<file path="config.mk">
export PLATFORM = sky130hd
export DESIGN_NAME = cpsw_status_word
export DESIGN_NICKNAME = d
export VERILOG_FILES = /design/src/shared/cpsw_pkg.sv /design/src/hw/cpsw_arith.sv /design/src/hw/cpsw_parity.sv /design/src/hw/cpsw_status_word.sv
export SDC_FILE = /design/constraint.sdc
export NUM_CORES = 1
export LEC_CHECK = 0
export BUFFER_PORTS_ARGS = -buffer_cell sky130_fd_sc_hd__buf_4
export CAP_MARGIN = 20
export CORE_MARGIN = 5
export CORE_UTILIZATION = 60
export CTS_BUF_LIST = sky130_fd_sc_hd__clkbuf_16
export DETAILED_ROUTE_END_ITERATION = 8
export MAX_ROUTING_LAYER = met4
export PLACE_DENSITY = 0.87
export SLEW_MARGIN = 20
export SYNTH_ARGS = -nofsm -noshare
export SYNTH_HDL_FRONTEND = slang
export SYNTH_SLANG_ARGS = --single-unit
</file>
<file path="constraint.sdc">
create_clock -name ref_clk -period 2.7 [get_ports ref_clk]
set_clock_uncertainty 0.15 [all_clocks]
set_input_delay 0.27 -clock ref_clk [delete_from_list [all_inputs] [get_ports ref_clk]]
set_output_delay 0.27 -clock ref_clk [all_outputs]
set_load 0.01 [all_outputs]
</file>
<file path="src/shared/cpsw_pkg.sv">
// Package holding the status word layout, addresses, opcodes and carried structs.
package cpsw_pkg;

	// Special function address of the status word.
	localparam logic [7:0] CPSW_ADDR = 8'hd0;
	// Value of the status word after reset.
	localparam logic [7:0] CPSW_RESET = 8'h00;
	// Bit positions of the fields inside the word.
	localparam int CPSW_CARRY_BIT = 7;
	localparam int CPSW_HALF_BIT = 6;
	localparam int CPSW_USER0_BIT = 5;
	localparam int CPSW_BANK_HI = 4;
	localparam int CPSW_BANK_LO = 3;
	localparam int CPSW_OVF_BIT = 2;
	localparam int CPSW_USER1_BIT = 1;
	localparam int CPSW_PARITY_BIT = 0;
	// Bits that a software write may change; parity is read only.
	localparam logic [7:0] CPSW_WRITE_MASK = 8'hfe;
	// Largest product that still fits in one byte.
	localparam logic [15:0] CPSW_BYTE_MAX = 16'h00ff;
	// Width of one register bank in data memory.
	localparam logic [4:0] CPSW_BANK_SPAN = 5'h08;

	// Operation classes reported by the arithmetic unit.
	typedef enum logic [2:0] {
		CPSW_OP_NONE = 3'h0,
		CPSW_OP_ADD = 3'h1,
		CPSW_OP_ADD_WITH_CARRY = 3'h2,
		CPSW_OP_SUBTRACT_WITH_BORROW = 3'h3,
		CPSW_OP_MUL = 3'h4,
		CPSW_OP_DIV = 3'h5,
		CPSW_OP_OTHER_ARITH = 3'h6
	} cpsw_op_type;

	// Flag update request from the arithmetic unit, valid for one cycle.
	typedef struct packed {
		logic valid;
		cpsw_op_type op;
		logic [7:0] operand_a;
		logic [7:0] operand_b;
		logic carry_in;
	} cpsw_alu_req_type;

	// Special function register access from the core.
	typedef struct packed {
		logic byte_write;
		logic bit_write;
		logic [7:0] addr;
		logic [2:0] bit_index;
		logic [7:0] wdata;
		logic bit_value;
	} cpsw_sfr_req_type;

endpackage : cpsw_pkg

</file>
<file path="src/hw/cpsw_arith.sv">
// Arithmetic flag computation for one reported operation.
module cpsw_arith
	import cpsw_pkg::*;
(
	input wire cpsw_alu_req_type req,
	output logic carry,
	output logic half,
	output logic ovf,
	output logic ovf_touch
);

	// Nine-bit sums and differences with incoming carry.
	logic cin;
	logic [8:0] sum;
	logic [4:0] nib_sum;
	logic [8:0] diff;
	logic [4:0] nib_diff;
	logic [15:0] product;
	logic [7:0] add_res;
	logic [7:0] sub_res;
	logic is_add;
	logic is_sub;
	logic add_ovf;
	logic sub_ovf;

	assign is_add = (req.op == CPSW_OP_ADD) || (req.op == CPSW_OP_ADD_WITH_CARRY);
	assign is_sub = (req.op == CPSW_OP_SUBTRACT_WITH_BORROW);
	// Plain add ignores the carry; the other two consume it.
	assign cin = (req.op == CPSW_OP_ADD) ? 1'b0 : req.carry_in;
	assign sum = {1'b0, req.operand_a} + {1'b0, req.operand_b} + {8'h00, cin};
	assign nib_sum = {1'b0, req.operand_a[3:0]} + {1'b0, req.operand_b[3:0]} + {4'h0, cin};
	assign diff = {1'b0, req.operand_a} - {1'b0, req.operand_b} - {8'h00, cin};
	assign nib_diff = {1'b0, req.operand_a[3:0]} - {1'b0, req.operand_b[3:0]} - {4'h0, cin};
	assign product = req.operand_a * req.operand_b;
	assign add_res = sum[7:0];
	assign sub_res = diff[7:0];
	// Sign change: like-signed inputs for add, unlike-signed for subtract, giving a result unlike operand a in sign.
	assign add_ovf = (req.operand_a[7] == req.operand_b[7]) && (add_res[7] != req.operand_a[7]);
	assign sub_ovf = (req.operand_a[7] != req.operand_b[7]) && (sub_res[7] != req.operand_a[7]);

	// Carry and half-carry only from add or subtract, cleared otherwise.
	assign carry = is_add ? sum[8] : (is_sub ? diff[8] : 1'b0);
	assign half = is_add ? nib_sum[4] : (is_sub ? nib_diff[4] : 1'b0);

	// Overflow cause per operation class.
	always_comb begin
		ovf = 1'b0;
		ovf_touch = 1'b1;
		unique case (req.op)
			CPSW_OP_ADD, CPSW_OP_ADD_WITH_CARRY: begin
				ovf = add_ovf;
			end
			CPSW_OP_SUBTRACT_WITH_BORROW: begin
				ovf = sub_ovf;
			end
			CPSW_OP_MUL: begin
				ovf = (product > CPSW_BYTE_MAX);
			end
			CPSW_OP_DIV: begin
				ovf = (req.operand_b == 8'h00);
			end
			default: begin
				// Other operations leave overflow alone.
				ovf_touch = 1'b0;
			end
		endcase
	end

endmodule : cpsw_arith

</file>
<file path="src/hw/cpsw_parity.sv">
// Parity calculation over the accumulator.
module cpsw_parity
	import cpsw_pkg::*;
#(
	parameter int WIDTH = 8
) (
	input wire logic [WIDTH-1:0] data,
	output logic odd
);

	// Refuse, while the design is elaborated, a width that has no bits to check.
	if (WIDTH < 1) begin : g_bad_width
		$error("cpsw_parity: WIDTH must be at least one");
	end

	// Odd count of ones gives a one.
	assign odd = ^data;

endmodule : cpsw_parity

</file>
<file path="src/hw/cpsw_status_word.sv">
// Status word of the core: arithmetic flags, user flags, bank select, parity.
// Contract
// - Carry set on carry or borrow, else cleared.
// - Half-carry set on nibble carry or borrow.
// - Bits five and one belong to software only.
// - Bank select picks register bank base address.
// - Overflow set on signed overflow of add/subtract.
// - Overflow set when product exceeds one byte.
// - Overflow set on divide by zero.
// - Overflow cleared otherwise by those five; others keep.
// - Parity bit shows odd accumulator ones count.
// - Word at 0xd0, bit-addressable, resets to zero.
module cpsw_status_word
	import cpsw_pkg::*;
(
	input wire logic ref_clk,
	input wire logic rst,
	input wire cpsw_alu_req_type alu_req,
	input wire cpsw_sfr_req_type sfr_req,
	input wire logic [7:0] accumulator,
	output logic [7:0] program_status_word,
	output logic carry_out_flag,
	output logic half_carry_flag,
	output logic signed_overflow_flag,
	output logic [1:0] bank_select,
	output logic [4:0] bank_base
);

	// Stored writable bits of the word; bit 0 of this register is unused.
	logic [7:0] word;
	// Parity of the accumulator, registered straight into bit 0 of the word output.
	logic [7:0] next_word;
	logic next_parity;
	// Flag results from the arithmetic helper.
	logic a_carry;
	logic a_half;
	logic a_ovf;
	logic a_ovf_touch;
	// Address decode for byte and bit access.
	logic hit;
	logic byte_wr;
	logic bit_wr;
	logic [7:0] bit_mask;
	logic [7:0] sw_word;
	logic [7:0] hw_word;
	// Independent multiply overflow reference for the assertion below.
	logic product_big;

	// Flag arithmetic for the reported operation.
	cpsw_arith u_arith (
		.req(alu_req),
		.carry(a_carry),
		.half(a_half),
		.ovf(a_ovf),
		.ovf_touch(a_ovf_touch)
	);

	// Parity of the accumulator.
	cpsw_parity #(
		.WIDTH(8)
	) u_parity (
		.data(accumulator),
		.odd(next_parity)
	);

	// The word answers at one address regardless of page.
	assign hit = (sfr_req.addr == CPSW_ADDR);
	assign byte_wr = hit && sfr_req.byte_write;
	assign bit_wr = hit && sfr_req.bit_write;
	assign bit_mask = 8'h01 << sfr_req.bit_index;

	// Hardware update on top of the stored word.
	always_comb begin
		hw_word = word;
		if (alu_req.valid && (alu_req.op != CPSW_OP_NONE)) begin
			// Every reported operation rewrites carry and half-carry.
			// Multiply, divide and the other class clear both.
			hw_word[CPSW_CARRY_BIT] = a_carry;
			hw_word[CPSW_HALF_BIT] = a_half;
			if (a_ovf_touch) begin
				hw_word[CPSW_OVF_BIT] = a_ovf;
			end
		end
	end

	// Software write overrides hardware for the same cycle, writable bits only.
	always_comb begin
		sw_word = hw_word;
		if (byte_wr) begin
			sw_word = (sfr_req.wdata & CPSW_WRITE_MASK) | (hw_word & ~CPSW_WRITE_MASK);
		end else if (bit_wr) begin
			if (sfr_req.bit_value) begin
				sw_word = hw_word | (bit_mask & CPSW_WRITE_MASK);
			end else begin
				sw_word = hw_word & ~(bit_mask & CPSW_WRITE_MASK);
			end
		end
		next_word = sw_word & CPSW_WRITE_MASK;
	end

	// Stored writable bits of the word.
	always_ff @(posedge ref_clk or posedge rst) begin
		if (rst) begin
			word <= CPSW_RESET;
		end else begin
			word <= next_word;
		end
	end

	// Registered view of the fields for the rest of the core.
	always_ff @(posedge ref_clk or posedge rst) begin
		if (rst) begin
			program_status_word <= CPSW_RESET;
			carry_out_flag <= 1'b0;
			half_carry_flag <= 1'b0;
			signed_overflow_flag <= 1'b0;
			bank_select <= 2'h0;
			bank_base <= 5'h00;
		end else begin
			program_status_word <= {next_word[7:1], next_parity};
			carry_out_flag <= next_word[CPSW_CARRY_BIT];
			half_carry_flag <= next_word[CPSW_HALF_BIT];
			signed_overflow_flag <= next_word[CPSW_OVF_BIT];
			bank_select <= next_word[CPSW_BANK_HI:CPSW_BANK_LO];
			// Bank base is eight times the bank number.
			bank_base <= {next_word[CPSW_BANK_HI:CPSW_BANK_LO], 3'h0};
		end
	end

	// Assertions guarding the flag behaviour.
	property p_carry_add;
		@(posedge ref_clk) disable iff (rst)
		alu_req.valid && alu_req.op == CPSW_OP_ADD && !hit
		|=> carry_out_flag == (({1'b0, $past(alu_req.operand_a)}
		+ {1'b0, $past(alu_req.operand_b)}) > 9'h0ff);
	endproperty
	a_carry_add: assert property (p_carry_add) else $error("carry after add wrong");
	// A nibble borrow happens when the low nibble of a is below that of b plus the borrow.
	property p_half_sub;
		@(posedge ref_clk) disable iff (rst)
		alu_req.valid && alu_req.op == CPSW_OP_SUBTRACT_WITH_BORROW && !hit
		|=> half_carry_flag == ({1'b0, $past(alu_req.operand_a[3:0])}
		< ({1'b0, $past(alu_req.operand_b[3:0])} + {4'h0, $past(alu_req.carry_in)}));
	endproperty
	a_half_sub: assert property (p_half_sub) else $error("half carry after subtract wrong");
	property p_user_hold;
		@(posedge ref_clk) disable iff (rst)
		!hit |=> program_status_word[5] == $past(word[5]) && program_status_word[1] == $past(word[1]);
	endproperty
	a_user_hold: assert property (p_user_hold) else $error("user flag changed by hardware");
	property p_bank;
		@(posedge ref_clk) disable iff (rst)
		bank_base == {bank_select, 3'h0} && program_status_word[4:3] == bank_select;
	endproperty
	a_bank: assert property (p_bank) else $error("bank base mismatch");
	property p_mul_ovf;
		@(posedge ref_clk) disable iff (rst)
		alu_req.valid && alu_req.op == CPSW_OP_MUL && !hit
		|=> signed_overflow_flag == ($past(product_big));
	endproperty
	a_mul_ovf: assert property (p_mul_ovf) else $error("multiply overflow wrong");
	assign product_big = (alu_req.operand_a * alu_req.operand_b) > 16'h00ff;
	// Multiply and divide are arithmetic too, so they leave carry and half-carry clear.
	property p_muldiv_carry;
		@(posedge ref_clk) disable iff (rst)
		alu_req.valid && (alu_req.op == CPSW_OP_MUL || alu_req.op == CPSW_OP_DIV) && !hit
		|=> !carry_out_flag && !half_carry_flag;
	endproperty
	a_muldiv_carry: assert property (p_muldiv_carry) else $error("carry kept by mul or div");
	property p_div_zero;
		@(posedge ref_clk) disable iff (rst)
		alu_req.valid && alu_req.op == CPSW_OP_DIV && alu_req.operand_b == 8'h00 && !hit
		|=> signed_overflow_flag;
	endproperty
	a_div_zero: assert property (p_div_zero) else $error("divide by zero not flagged");
	property p_ovf_keep;
		@(posedge ref_clk) disable iff (rst)
		!(alu_req.valid && a_ovf_touch) && !hit |=> $stable(signed_overflow_flag);
	endproperty
	a_ovf_keep: assert property (p_ovf_keep) else $error("overflow changed without cause");
	property p_parity;
		@(posedge ref_clk) disable iff (rst)
		1'b1 |=> program_status_word[0] == ^$past(accumulator);
	endproperty
	a_parity: assert property (p_parity) else $error("parity bit wrong");
	property p_parity_ro;
		@(posedge ref_clk) disable iff (rst)
		byte_wr |=> program_status_word[0] == ^$past(accumulator) && word[0] == 1'b0;
	endproperty
	a_parity_ro: assert property (p_parity_ro) else $error("parity bit took a write");
	property p_byte_write;
		@(posedge ref_clk) disable iff (rst)
		byte_wr |=> program_status_word[7:1] == $past(sfr_req.wdata[7:1]);
	endproperty
	a_byte_write: assert property (p_byte_write) else $error("byte write lost");

	// Main scenarios worth seeing.
	c_add_carry: cover property (@(posedge ref_clk) disable iff (rst)
		alu_req.valid && alu_req.op == CPSW_OP_ADD ##1 carry_out_flag);
	c_div_zero: cover property (@(posedge ref_clk) disable iff (rst)
		alu_req.valid && alu_req.op == CPSW_OP_DIV ##1 signed_overflow_flag);
	c_bit_write: cover property (@(posedge ref_clk) disable iff (rst) bit_wr ##1 bank_select == 2'h3);

endmodule : cpsw_status_word

</file>
==> results.py <==
metrics = {
    "timing": {
        "rsz0062_at_grt": "yes",
        "period_share_pct": 171,
        "min_period_ns": 4.63,
        "hold_ws_ns": 0.140,
        "setup_violations": 1,
        "maxSlewViolCount": 0,
        "fmax_mhz": 216,
        "fin_ws_ns": -1.93,
        "hold_viol": 0,
    },
    "global_routing": {
        "grt_use_total_pct": 29.2,
        "grt_overflow": 0,
        "grt_pass1_wl_um": 16500,
        "grt_max_degree": 12,
        "grt_pass1_vias": 3601,
        "antenna_found_initial": 0,
    },
    "synth": {
        "syn_area_per_cell_um2": 8.29,
        "synth_seq_cells": 8,
        "synth_ff_type": "dfrtp_1",
        "syn_area_mm2": 0.00333,
        "synth_cells": 402,
        "synth_top_cells_by_count": "inv_1, ha_1, fa_1, and2_1, nand2_1",
        "synth-edff-count": 0,
        "ys_types": 52,
        "synth_top_cell_area_share_pct": 22.8,
        "synthTopCellsByArea": "fa_1, ha_1, inv_1, and2_1, dfrtp_1",
        "ys_seq_area_share_pct": 6.01,
        "synth_top_area_cell": "fa_1",
        "synth_most_common_cell": "inv_1",
        "yosys_warnings": 0,
        "async_reset_ff_share_pct": 100,
    },
    "critical_path": {
        "cp_slowest_stage_delay_ns": 0.55,
        "cp.arrival_ns": 4.61,
        "cpMostUsedCell": "fa_1",
        "r2r_slack_ns": 1.38,
        "crit_fanout": 7,
        "worstPathRequired_ns": 2.68,
        "critical_path.startpoint_type": "primary input",
        "path_cells": "buf_4 > and2_1 > fa_2 > fa_1 > inv_1 > fa_1 > fa_1 > inv_1 > ha_4 > o211ai_1 > o21ai_2 > a21o_1 > a211oi_2 > xnor2_1 > a31oi_1 > or4_1 > a21o_1",
        "crit_slowest_cell": "fa_1",
        "cp-end-kind": "register",
        "critPathKind": "in2reg",
    },
    "clock_tree": {
        "insertion_delay_ns": 0.24,
        "clock_sinks": 8,
        "cts_buffers": 3,
        "clock_path_buffers": 2,
        "root_buffer": "clkbuf_16",
        "cts_tree": "yes",
        "clkTransAtPathRegs_ns": 0.04,
        "cts_htree_levels": 1,
    },
    "power": {
        "vdd_drop_max_mv": 0.550,
        "combinationalPowerShare_pct": 83.3,
        "leakagePower_uw": 0.00243,
        "clkPwrFrac_pct": 10.7,
        "p_seq_share_pct": 5.9,
        "p_sw_uw": 1130,
        "power_density_mw_per_mm2": 530,
        "intPower_uw": 1330,
        "switching_share_pct": 45.9,
    },
    "die": {
        "die_x_um": 84.5,
        "io-pin-count": 71,
        "die_h_um": 84.5,
        "dieArea_mm2": 0.00714,
        "core_area_mm2": 0.00544,
        "placementRows": 27,
        "start_util_pct": 61.2,
    },
    "drt": {
        "wl_met3_um": 768,
        "routedWlPerCell_um": 18.5,
        "drt_wl_total_um": 11100,
        "drc": 0,
        "dr.first_iter.drc_count": 244,
        "drt_pass1_iterations": 5,
        "met2WireLength_um": 5830,
        "highest_layer": "met4",
        "vias": 3504,
        "antenna_left": 0,
        "wl_met1_um": 3930,
        "avgViaCountPerCell": 5.86,
    },
    "final_layout": {
        "diodes": 0,
        "drive_gt1_share_pct": 34.2,
        "n_fill_cell": 280,
        "layout-area-overhead-vs-synth_pct": 39.8,
        "final_util_pct": 85.6,
        "nets": 674,
    },
    "outcome": {
        "status": "complete, but fails checks",
        "failed_checks": "setup timing",
    },
    "worst_hold_path": {
        "hp-class": "in2reg",
    },
    "placed_design": {
        "place.detailed.hpwl_um": 8120,
        "gp_congestion": 0.903,
        "io_buffers": 66,
    },
    "job": {
        "maxCapViolCount": 0,
    },
}
==> state kept, by name, indices dropped and copies added, names as in the netlist <==
name / flops
program_status_word: 6
bank_select: 1
word: 1
==> power by group through the flow <==
stage	registers [uW]	clock network [uW]	logic, uW
finish	147	265	2060
global placement	147	0	1800
detailed placement	148	0	1870
global route	149	270	2260
CTS	146	264	1920
floorplan	153	0	1200
==> metal layers <==
metal / track usage (%) / up-vias
met2: 52.2 / 220
met4: 8.78 / 0
met3: 4.12 / 68
met5: - / -
met1: 33.7 / 1656
li1: - / 1560
==> stage by stage <==
step | cells | worst slack, ns | setup TNS, ns | cell area [um^2] | power (uW)
6_report | 598 | -1.93 | -1.93 | 4660 | 2470
5_1_grt | 598 | -2.12 | -2.16 | 4660 | 2680
4_1_cts | 598 | -1.92 | -1.92 | 4540 | 2330
3_5_place_dp | 593 | -2.24 | -2.69 | 4400 | 2010
3_3_place_gp | 593 | -2.13 | -2.39 | 4400 | 1950
2_1_floorplan | 404 | -1.81 | -1.81 | 3420 | 1350
==> timing repair <==
action	CTS	global route
hold endpoints to repair	8	0
resized for setup	11	23
setup endpoints to repair	2	3
pin swaps	5	12
cloned	0	0
setup buffers	1	0
hold buffers	1	0
==> worst max-delay path, delay by kind of cell <==
| kind | cells | cell delay (ns) |
|---|---|---|
| compound gates | 6 | 1.06 |
| xor+xnor | 1 | 0.14 |
| fa+ha+maj | 5 | 2.20 |
| buf+inv | 3 | 0.26 |
| simple gates | 2 | 0.67 |
==> cell type report <==
class	instances	area (um^2)	area share, %
inverters	82	310	6.66
multi-input cells	299	2950	63.3
clock buffers	3	75.1	1.61
flip-flops and latches	8	200	4.30
repair buffers	134	1030	22.2
well taps	72	90.1	1.93
==> final timing paths <==
kind	end	from	cells after the start
min in group asynchronous	word[7]	rst	3
hold reg to reg	program_status_word[5]	program_status_word[5]	2
setup reg to reg	program_status_word[2]	program_status_word[2]	5
hold / removal	program_status_word[5]	sfr_req[6]	3
max in group asynchronous	program_status_word[6]	rst	3
setup / recovery	program_status_word[2]	alu_req[12]	17
==> cells in the final DEF (no fill, tap or decap), types with 4 or more instances in the layout <==
master,instances
and2_1,28
o211ai_1,6
nand2_1,22
a21o_1,4
ha_1,46
mux2i_1,5
xnor2_1,12
fa_2,4
a31oi_1,5
buf_4,126
nor2_1,23
inv_1,78
ha_4,8
xor2_1,4
o21ai_0,7
nor3_1,7
dfrtp_1,8
o22ai_1,5
nand3_1,6
buf_6,7
and2_4,5
a21oi_1,15
fa_1,34
==> cells by family (layout without fill, tap and decap cells) <==
group | Yosys count | in the layout | synth area share, %
and+or+nand+nor | 114 | 114 | 18.6
xor gates and xnor gates | 17 | 17 | 4.47
adders and majority gates | 93 | 93 | 43.5
AOI/OAI and AO/OA | 65 | 65 | 13.0
DFF | 8 | 8 | 6.01
muxes | 7 | 7 | 2.18
buffers and inverters | 97 | 219 | 12.1
other | 1 | 3 | 0.113
(Power assumes the default switching activity.)
